<file path="src/alpf_regs.svh">
// timing counts and reset values for the low-power flow control pair
// assumes inclusion by bare name from package and modules
`ifndef ALPF_REGS_SVH
`define ALPF_REGS_SVH
`define ALPF_CONV_CYCLES      8
`define ALPF_COMMAND_INDEX_W        6
`define ALPF_CMD_LAST         6'h3f
`define ALPF_FLOW_RST         4'h0
`endif

</file>
<file path="src/alpf_pkg.sv">
// state type used by the converter end of the low-power flow control pair
// assumes alpf_regs.svh is on the include path
`include "alpf_regs.svh"
package alpf_pkg;
  typedef enum logic [2:0] {
    ST_IDLE,
    ST_CONV,
    ST_ABORT,
    ST_LOWPWR,
    ST_FROZEN
  } alpf_state_type;
endpackage : alpf_pkg

</file>
<file path="src/alpf_if.sv">
// link between converter flow control and the mode controller / trigger side
// assumes one clock and synchronous level requests
`timescale 1ns/1ps
interface alpf_if;
  logic stop_req;
  logic wait_req;
  logic freeze_req;
  logic restart_sig;
  logic trigger_sig;
  logic abort_sig;
  logic load_ok_sig;
  logic ready;
  logic busy;
  logic lowpower_ack;
  modport conv (input stop_req, wait_req, freeze_req, restart_sig, trigger_sig, abort_sig, load_ok_sig,
                output ready, busy, lowpower_ack);
  modport ctrl (output stop_req, wait_req, freeze_req, restart_sig, trigger_sig, abort_sig, load_ok_sig,
                input ready, busy, lowpower_ack);
endinterface : alpf_if

</file>
<file path="src/alpf_conv.sv">
// converter end: conversion flow control and its low-power handling
// assumes requests are synchronous levels on i_ref_clk
`timescale 1ns/1ps
`include "alpf_regs.svh"
module alpf_conv #(
  parameter int CONV_CYCLES = `ALPF_CONV_CYCLES
) (
  // clock and reset
  input  wire logic                        i_ref_clk,
  input  wire logic                        i_rst,
  // link
  alpf_if.conv                             lnk,
  // configuration
  input  wire logic                        i_store_on_abort,
  input  wire logic                        i_stop_in_wait,
  input  wire logic                        i_auto_restart_after_lowpower,
  input  wire logic                        i_freeze_behavior_select,
  input  wire logic                        i_trigger_mode,
  input  wire logic [1:0]                  i_access_cfg,
  input  wire logic                        i_list_end,
  // bus writes to flow bits
  input  wire logic                        i_wr_restart,
  input  wire logic                        i_wr_trigger,
  input  wire logic                        i_wr_abort,
  input  wire logic                        i_wr_load_ok,
  // status
  output logic [3:0]                       o_flow_bits,
  output logic [`ALPF_COMMAND_INDEX_W-1:0]       o_command_index,
  output logic [`ALPF_COMMAND_INDEX_W-1:0]       o_result_index,
  output logic                             o_result_buffer_select,
  output logic                             o_result_store,
  output logic                             o_abort_done_flag,
  output logic                             o_conv_done_flag,
  output logic                             o_ready
);
  initial
  begin
    if (CONV_CYCLES < 1 || CONV_CYCLES > 255)
    begin
      $error("CONV_CYCLES out of range");
    end
  end
  ////////////////////////////////////////////////////////////////////////////
  typedef struct packed {
    alpf_pkg::alpf_state_type        state;
    logic [7:0]                      cnt;
    logic                            restart_r;
    logic                            trigger_r;
    logic                            abort_r;
    logic                            load_ok_r;
    logic                            sw_abort;
    logic                            pend_restart;
    logic                            pend_auto;
    logic                            halt_req;
    logic [`ALPF_COMMAND_INDEX_W-1:0]      command_index;
    logic [`ALPF_COMMAND_INDEX_W-1:0]      res_idx;
    logic                            rbuf_sel;
    logic                            store;
    logic                            abort_done;
    logic                            conv_done;
  } alpf_conv_st_type;
  alpf_conv_st_type st_r;
  alpf_conv_st_type st_nxt;
  logic lp_req;
  logic bus_en;
  logic if_en;
  logic conv_end;
  logic set_rst;
  logic set_trg;
  logic set_abt;
  logic set_lok;
  assign lp_req   = lnk.stop_req | (lnk.wait_req & i_stop_in_wait);
  assign bus_en   = i_access_cfg[1];
  assign if_en    = i_access_cfg[0];
  assign set_rst  = (bus_en & i_wr_restart) | (if_en & lnk.restart_sig);
  assign set_trg  = (bus_en & i_wr_trigger) | (if_en & lnk.trigger_sig);
  assign set_abt  = (bus_en & i_wr_abort)   | (if_en & lnk.abort_sig);
  assign set_lok  = (bus_en & i_wr_load_ok) | (if_en & lnk.load_ok_sig);
  assign conv_end = (st_r.cnt == 8'(CONV_CYCLES - 1));
  ////////////////////////////////////////////////////////////////////////////
  always_comb
  begin
    st_nxt            = st_r;
    st_nxt.store      = 1'b0;
    st_nxt.abort_done = 1'b0;
    st_nxt.conv_done  = 1'b0;
    if (!lp_req && st_r.state != alpf_pkg::ST_LOWPWR)
    begin
      st_nxt.restart_r = st_r.restart_r | set_rst;
      st_nxt.trigger_r = st_r.trigger_r | set_trg;
      st_nxt.abort_r   = st_r.abort_r   | set_abt;
      st_nxt.load_ok_r = st_r.load_ok_r | set_lok;
    end
    else if (set_rst && st_r.state == alpf_pkg::ST_ABORT)
    begin
      st_nxt.pend_restart = 1'b1;
    end
    // halt request follows freeze while i_freeze_behavior_select is low, so a list that ends first leaves none behind
    st_nxt.halt_req = lnk.freeze_req & ~i_freeze_behavior_select;
    case (st_r.state)
      alpf_pkg::ST_IDLE:
      begin
        if (lp_req)
        begin
          st_nxt.state = alpf_pkg::ST_LOWPWR;
        end
        else if (st_r.restart_r || st_nxt.restart_r)
        begin
          st_nxt.command_index   = '0;
          st_nxt.res_idx   = '0;
          st_nxt.restart_r = 1'b0;
          st_nxt.abort_r   = 1'b0;
        end
        else if (st_r.trigger_r)
        begin
          st_nxt.trigger_r = 1'b0;
          st_nxt.load_ok_r = 1'b0;
          st_nxt.cnt       = '0;
          st_nxt.state     = alpf_pkg::ST_CONV;
        end
      end
      alpf_pkg::ST_CONV:
      begin
        if (lp_req || st_r.abort_r)
        begin
          st_nxt.sw_abort = ~lp_req;
          st_nxt.abort_r  = 1'b0;
          st_nxt.state    = alpf_pkg::ST_ABORT;
        end
        if (st_r.halt_req && conv_end)
        begin
          st_nxt.state = alpf_pkg::ST_FROZEN;
        end
        st_nxt.cnt = st_r.cnt + 8'h01;
        if (conv_end)
        begin
          st_nxt.cnt       = '0;
          st_nxt.store     = 1'b1;
          st_nxt.conv_done = 1'b1;
          st_nxt.command_index   = st_r.command_index + 1'b1;
          st_nxt.res_idx   = st_r.res_idx + 1'b1;
          if (i_list_end || st_r.command_index == `ALPF_CMD_LAST)
          begin
            st_nxt.rbuf_sel = ~st_r.rbuf_sel;
            st_nxt.state    = alpf_pkg::ST_IDLE;
          end
        end
      end
      alpf_pkg::ST_ABORT:
      begin
        st_nxt.cnt = st_r.cnt + 8'h01;
        if (conv_end)
        begin
          st_nxt.store      = i_store_on_abort;
          st_nxt.conv_done  = i_store_on_abort;
          st_nxt.cnt        = '0;
          // done flag only for software abort
          st_nxt.abort_done = st_r.sw_abort;
          st_nxt.sw_abort   = 1'b0;
          st_nxt.state      = lp_req ? alpf_pkg::ST_LOWPWR : alpf_pkg::ST_IDLE;
          if (st_r.pend_restart && !lp_req)
          begin
            st_nxt.restart_r    = 1'b1;
            st_nxt.pend_restart = 1'b0;
          end
        end
      end
      alpf_pkg::ST_LOWPWR:
      begin
        if (!lp_req)
        begin
          st_nxt.state = alpf_pkg::ST_IDLE;
          if (i_auto_restart_after_lowpower || st_r.pend_restart)
          begin
            st_nxt.restart_r    = 1'b1;
            st_nxt.trigger_r    = i_trigger_mode & i_auto_restart_after_lowpower;
            st_nxt.pend_restart = 1'b0;
          end
        end
      end
      alpf_pkg::ST_FROZEN:
      begin
        // resume at next command, flags kept
        if (!lnk.freeze_req)
        begin
          st_nxt.halt_req = 1'b0;
          st_nxt.state    = alpf_pkg::ST_CONV;
        end
      end
      default:
      begin
        st_nxt.state = alpf_pkg::ST_IDLE;
      end
    endcase
    if (lp_req || st_nxt.state == alpf_pkg::ST_LOWPWR)
    begin
      // flow bits cleared in low power
      st_nxt.restart_r = 1'b0;
      st_nxt.trigger_r = 1'b0;
      st_nxt.abort_r   = 1'b0;
      st_nxt.load_ok_r = 1'b0;
    end
  end
  ////////////////////////////////////////////////////////////////////////////
  always_ff @(posedge i_ref_clk or posedge i_rst)
  begin
    if (i_rst)
    begin
      st_r <= '{state: alpf_pkg::ST_IDLE, cnt: 8'h00, default: '0};
    end
    else
    begin
      st_r <= st_nxt;
    end
  end
  ////////////////////////////////////////////////////////////////////////////
  // ready only in idle or low power
  assign o_ready                = (st_r.state == alpf_pkg::ST_IDLE) | (st_r.state == alpf_pkg::ST_LOWPWR);
  assign lnk.ready              = o_ready;
  assign lnk.busy               = (st_r.state == alpf_pkg::ST_CONV) | (st_r.state == alpf_pkg::ST_ABORT);
  assign lnk.lowpower_ack       = (st_r.state == alpf_pkg::ST_LOWPWR);
  assign o_flow_bits            = {st_r.abort_r, st_r.trigger_r, st_r.restart_r, st_r.load_ok_r};
  assign o_command_index        = st_r.command_index;
  assign o_result_index         = st_r.res_idx;
  assign o_result_buffer_select = st_r.rbuf_sel;
  assign o_result_store         = st_r.store;
  assign o_abort_done_flag      = st_r.abort_done;
  assign o_conv_done_flag       = st_r.conv_done;
endmodule : alpf_conv

</file>
<file path="src/flat_wrapper.sv">
// flat-port wrapper written by rule: the top's interface ports become plain ports
module alpf_conv_flat 
#(
  parameter int CONV_CYCLES = `ALPF_CONV_CYCLES
)
  (i_ref_clk, i_rst, i_store_on_abort, i_stop_in_wait, i_auto_restart_after_lowpower, i_freeze_behavior_select, i_trigger_mode, i_access_cfg, i_list_end, i_wr_restart, i_wr_trigger, i_wr_abort, i_wr_load_ok, o_flow_bits, o_command_index, o_result_index, o_result_buffer_select, o_result_store, o_abort_done_flag, o_conv_done_flag, o_ready, lnk_stop_req, lnk_wait_req, lnk_freeze_req, lnk_restart_sig, lnk_trigger_sig, lnk_abort_sig, lnk_load_ok_sig, lnk_ready, lnk_busy, lnk_lowpower_ack);
  alpf_if lnk_i ();
  input  wire logic i_ref_clk;
  input  wire logic i_rst;
  input  wire logic i_store_on_abort;
  input  wire logic i_stop_in_wait;
  input  wire logic i_auto_restart_after_lowpower;
  input  wire logic i_freeze_behavior_select;
  input  wire logic i_trigger_mode;
  input  wire logic [1:0] i_access_cfg;
  input  wire logic i_list_end;
  input  wire logic i_wr_restart;
  input  wire logic i_wr_trigger;
  input  wire logic i_wr_abort;
  input  wire logic i_wr_load_ok;
  output logic [3:0] o_flow_bits;
  output logic [`ALPF_COMMAND_INDEX_W-1:0] o_command_index;
  output logic [`ALPF_COMMAND_INDEX_W-1:0] o_result_index;
  output logic o_result_buffer_select;
  output logic o_result_store;
  output logic o_abort_done_flag;
  output logic o_conv_done_flag;
  output logic o_ready;
  input wire logic [$bits(lnk_i.stop_req)-1:0] lnk_stop_req;
  input wire logic [$bits(lnk_i.wait_req)-1:0] lnk_wait_req;
  input wire logic [$bits(lnk_i.freeze_req)-1:0] lnk_freeze_req;
  input wire logic [$bits(lnk_i.restart_sig)-1:0] lnk_restart_sig;
  input wire logic [$bits(lnk_i.trigger_sig)-1:0] lnk_trigger_sig;
  input wire logic [$bits(lnk_i.abort_sig)-1:0] lnk_abort_sig;
  input wire logic [$bits(lnk_i.load_ok_sig)-1:0] lnk_load_ok_sig;
  output wire logic [$bits(lnk_i.ready)-1:0] lnk_ready;
  output wire logic [$bits(lnk_i.busy)-1:0] lnk_busy;
  output wire logic [$bits(lnk_i.lowpower_ack)-1:0] lnk_lowpower_ack;
  assign lnk_i.stop_req = lnk_stop_req;
  assign lnk_i.wait_req = lnk_wait_req;
  assign lnk_i.freeze_req = lnk_freeze_req;
  assign lnk_i.restart_sig = lnk_restart_sig;
  assign lnk_i.trigger_sig = lnk_trigger_sig;
  assign lnk_i.abort_sig = lnk_abort_sig;
  assign lnk_i.load_ok_sig = lnk_load_ok_sig;
  assign lnk_ready = lnk_i.ready;
  assign lnk_busy = lnk_i.busy;
  assign lnk_lowpower_ack = lnk_i.lowpower_ack;
  alpf_conv #(.CONV_CYCLES(CONV_CYCLES)) u_core (.i_ref_clk(i_ref_clk), .i_rst(i_rst), .lnk(lnk_i), .i_store_on_abort(i_store_on_abort), .i_stop_in_wait(i_stop_in_wait), .i_auto_restart_after_lowpower(i_auto_restart_after_lowpower), .i_freeze_behavior_select(i_freeze_behavior_select), .i_trigger_mode(i_trigger_mode), .i_access_cfg(i_access_cfg), .i_list_end(i_list_end), .i_wr_restart(i_wr_restart), .i_wr_trigger(i_wr_trigger), .i_wr_abort(i_wr_abort), .i_wr_load_ok(i_wr_load_ok), .o_flow_bits(o_flow_bits), .o_command_index(o_command_index), .o_result_index(o_result_index), .o_result_buffer_select(o_result_buffer_select), .o_result_store(o_result_store), .o_abort_done_flag(o_abort_done_flag), .o_conv_done_flag(o_conv_done_flag), .o_ready(o_ready));
endmodule
</file>
<file path="config.mk">
export PLATFORM = sky130hd
export DESIGN_NAME = alpf_conv_flat
export DESIGN_NICKNAME = d
export VERILOG_FILES = /design/src/alpf_pkg.sv /design/src/alpf_if.sv /design/src/alpf_conv.sv /design/src/flat_wrapper.sv
export VERILOG_INCLUDE_DIRS = /design/src
export SDC_FILE = /design/constraint.sdc
export NUM_CORES = 1
export LEC_CHECK = 0
export CAP_MARGIN = 10
export CORE_UTILIZATION = 52
export DETAILED_ROUTE_END_ITERATION = 12
export DONT_BUFFER_PORTS = 1
export PLACE_DENSITY = 0.79
export SYNTH_ARGS = -nofsm -noshare
export SYNTH_HDL_FRONTEND = slang
export SYNTH_SLANG_ARGS = --single-unit
</file>
<file path="constraint.sdc">
create_clock -name i_ref_clk -period 3.7 [get_ports i_ref_clk]
set_clock_uncertainty 0.2 [all_clocks]
set_input_delay 0.185 -clock i_ref_clk [delete_from_list [all_inputs] [get_ports i_ref_clk]]
set_output_delay 0.185 -clock i_ref_clk [all_outputs]
set_load 0.005 [all_outputs]
</file>
# After elaboration in Yosys (flattened, before gate mapping)
# Index checks and enable logic that the tools add are counted.
[op_classes]
n_addsub = 3
eq_ne = 15
mux = 51
bitwise = 25
n_reduce_logical = 18
[op_table]
columns = ["operator", "n"]
rows = [
  ["12-bit 2-to-1 mux", 4],
  ["11-bit 2-to-1 mux", 3],
  ["12-bit one-hot mux with 2 select lines", 1],
  ["8-bit one-hot mux with 3 select lines", 1],
  ["3-bit 2-to-1 mux", 7],
  ["1-bit 2-to-1 mux", 20],
  ["3-bit one-hot mux with 5 select lines", 1],
  ["14-bit 2-to-1 mux", 1],
  ["6-bit by 1-bit adder with 6-bit output, second input constant", 2],
  ["1-bit one-hot mux with 2 select lines", 6],
  ["1-bit bitwise AND", 11],
  ["1-bit OR", 11],
  ["2-bit by 1-bit != test with 1-bit output, second input constant", 5],
  ["3-bit by 2-bit equality test with 1-bit output, second input constant", 3],
  ["8-bit by 1-bit adder with 8-bit output, second input constant", 1],
  ["8-bit by 3-bit equality test with 1-bit output, second input constant", 1],
  ["2-bit 2-to-1 mux", 4],
  ["4-bit 2-to-1 mux", 2],
  ["4-bit AND reduction", 2],
  ["6-bit equality test, second input constant", 1],
  ["3-bit AND reduction", 2],
  ["1-bit logical OR", 5],
  ["1-bit logical AND", 4],
  ["2-bit != test, second input constant", 2],
  ["9 further kinds", 12],
]
[word_totals]
ff_bits = 34
input_bits = 21
word_cells = 127

# Longest topological paths before layout
[depth]
depth_word = 12
mapped_depth = 7

# Least setup slack after synthesis
# No wires, ideal clock.
[synth_path]
path_type = "register to register"
start = "register u_core.st_r[27] (netlist name)"
end = "register u_core.st_r[33] (netlist name)"
setup_ns = 0.128
arrival_time_ns = 1.704
required_time_ns = 3.372
slack_ns = 1.668
path_stages_with_launch = 6
n_path_buf = 1
cell_sequence = "dfrtp_1 or4_4 or3_1 buf_6 o31ai_4 nand3_1"
[synth_lines]
columns = ["element", "line", "text"]
rows = [
  ["start: declaration", "alpf_conv.sv:62", "alpf_conv_st_type st_r;"],
  ["start signal: assignment", "alpf_conv.sv:213", "st_r <= st_nxt;"],
]

==> results.tsv <==
metric	value	unit
status	complete, no violations	
totalWireLength	4.305	mm
rows	22	
ir_worst_vdd	0.4089	mV
vias	1623	
synthFlopType	dfrtp_1	
cts-buffers-inserted	5	
fp.dieH	64.24	µm
multi_input_area	993.5	µm²
grt_max_degree	34	
clk_pin_slew_worst_paths	0.06	ns
endpoint_kind	flop	
worstMarginPinSlew	0.8746	ns
route.detailed.drc	0	
netlist.top_cell.by_area	dfrtp_1	
fillers	335	
hold_path_class	in -> reg	
max_slew_margin	41.56	%
post_drt_wl_per_cell	15.94	µm
syn-instance-count	224	
drt_iter0_markers	130	
clock.fmax	367.1	MHz
start_kind	flop	
fin_total_pwr	1.419	mW
groute.usage.overall	23.26	%
synthArstFlopShare	100.0	%
place.gp.congestion	0.7906	
diodes	0	
ys_seq_elements	33	
synth_top_area_share	40.99	%
p_per_area	663.6	mW/mm²
fin_setup_tns	0	ns
drive_above_1_share	11.26	%
synth_common_cells	33 x dfrtp_1, 28 x o21ai_0, 20 x nand2_1	
regArea	825.8	µm²
seq_area_frac_synth	40.99	%
yosys.cell_types.count	55	
synth.area.top_cells	dfrtp_1 41%, o21ai_0 7.0%, buf_4 6.7%	
initial_core_util	54.61	%
setup-violations-final	0	
portBuffers	0	
synth_fp_nets	248	
postRouteAntennaNets	0	
detail_route.first_pass.iterations	6	
critPathRequiredTime	3.73	ns
ios	45	
areaGrowthSynthToFinish	6.149	%
synth.avg_cell_area	8.993	µm²
synth_most_common_cell	dfrtp_1	
overflow	0	
antenna_found_initial	0	
die_x	64.24	µm
place_ws	1.240	ns
finalHoldViolCount	0	
leakagePower	0.9161	nW
critPathKind	reg -> reg	
hpwl	2.996	mm
rsz0062_at_grt	false	
cts.sinks	33	
synth-warning-count	0	
htreeDepth	2	
crit_fanout	7	
slew_violations	0	
max_cap_viol_count	0	
clockRootBuffer	clkbuf_8	
grt_pass1_vias	1530	
die-area	0.004127	mm²
cts_tree	yes	
fin_crit_sh	73.62	%
cts.path.max_buffers	2	
r2r_slack	0.98	ns
finalCriticalPeriod	2.724	ns
vias_per_cell	6.011	
grt_pass1_wl	7.245	mm
arrival	2.75	ns
synth_area	0.002014	mm²
synth-edff-count	0	
core_area	0.003689	mm²
final.setup.worst_slack	0.9761	ns
nNetsFinal	246	
clk_latency	0.29	ns
[worst max-delay path, stage by stage (launching register included)]
cell and delay (ns):
dfrtp_1 0.44, or4_4 0.54, or3_1 0.50, nor2_4 0.20, nand3_2 0.10, a21oi_2 0.13, dlygate4sd3_1 0.55
[placed cells by master, fill, tap and decap left out, types with 2 or more instances in the layout]
cell type,n
a22oi_1,4
o2bb2ai_1,2
a22o_1,4
nand4_1,4
nor2b_1,5
nor2_1,18
o31ai_1,4
nand2_1,20
a21oi_2,2
o21ai_0,28
a41oi_1,2
and3_1,4
ha_1,3
o22ai_1,2
inv_1,4
a21o_1,3
and2_1,2
dlygate4sd3_1,15
a21oi_1,9
clkbuf_8,6
dfrtp_1,33
nand3_1,9
nor3_1,7
and2b_2,2
[layer usage]
metal  up-vias  part of all wire [%]  GRT usage, %
met4         0                   1.5         9.722
met1       775                    45         30.18
met5         -                     0             0
met2        52                    47         35.53
li1        790                     -             -
met3         6                   6.8         7.321
[path summary, 6_finish.rpt]
check | cells after the start | from | to
setup / recovery | 6 | u_core.st_r[29] | u_core.st_r[34]
hold / removal | 2 | i_stop_in_wait | u_core.st_r[18]
setup reg to reg | 6 | u_core.st_r[29] | u_core.st_r[34]
hold reg to reg | 1 | u_core.st_r[19] | u_core.st_r[19]
max in group asynchronous | 3 | i_rst | u_core.o_command_index[5]
min in group asynchronous | 3 | i_rst | u_core.st_r[31]
[timing repair]
action / in CTS / in global routing
hold buffers: 15 / 0
setup buffers: 0 / 0
resized for setup: 0 / 0
endpoints found under the hold margin: 44 / 0
[kinds of logic (layout without fill, tap and decap cells)]
family,count (synthesis),count (layout),synth area share [%]
and+or+nand+nor,88,88,23.79
AOI/OAI and AO/OA,69,69,22.80
DFF,33,33,40.99
buffers and inverters,29,27,9.689
adders and majority gates,3,3,1.864
xor gates and xnor gates,2,2,0.8697
[where the power goes]
group | total, mW | leakage, nW | switching (mW) | internal, mW
logic | 0.523 | 0.435 | 0.310 | 0.213
clock network | 0.277 | 0.0443 | 0.129 | 0.147
registers | 0.619 | 0.436 | 0.146 | 0.473
total | 1.42 | 0.916 | 0.586 | 0.833
[final cells by class]
type | count | area share (%)
multi-input combinational | 162 | 46.46
inverter | 4 | 0.7022
clock buffer | 7 | 4.037
tap | 48 | 2.809
sequential | 33 | 38.62
timing repair buffer | 16 | 7.373
[through the flow]
step | hold WS [ns] | std cells | instance area (µm²) | utilization [%]
floorplan | 0.05064 | 224 | 2014 | -
global placement | -0.002226 | 248 | 1902 | 51.56
detailed placement | 0.003130 | 248 | 1902 | 51.56
CTS | 0.005110 | 270 | 2138 | 57.97
global route | 0.05857 | 270 | 2138 | 57.97
finish | 0.01212 | 270 | 2138 | 57.97
[sequential cells by signal, summed over array words and instances, names as in the netlist]
signal	cells
u_core.o_result_buffer_select	1
u_core.st_r	14
u_core.o_result_index	6
u_core.o_conv_done_flag	1
u_core.o_abort_done_flag	1
u_core.o_command_index	6
u_core.o_flow_bits	4
Note: power is estimated with default switching activity, not from simulation.
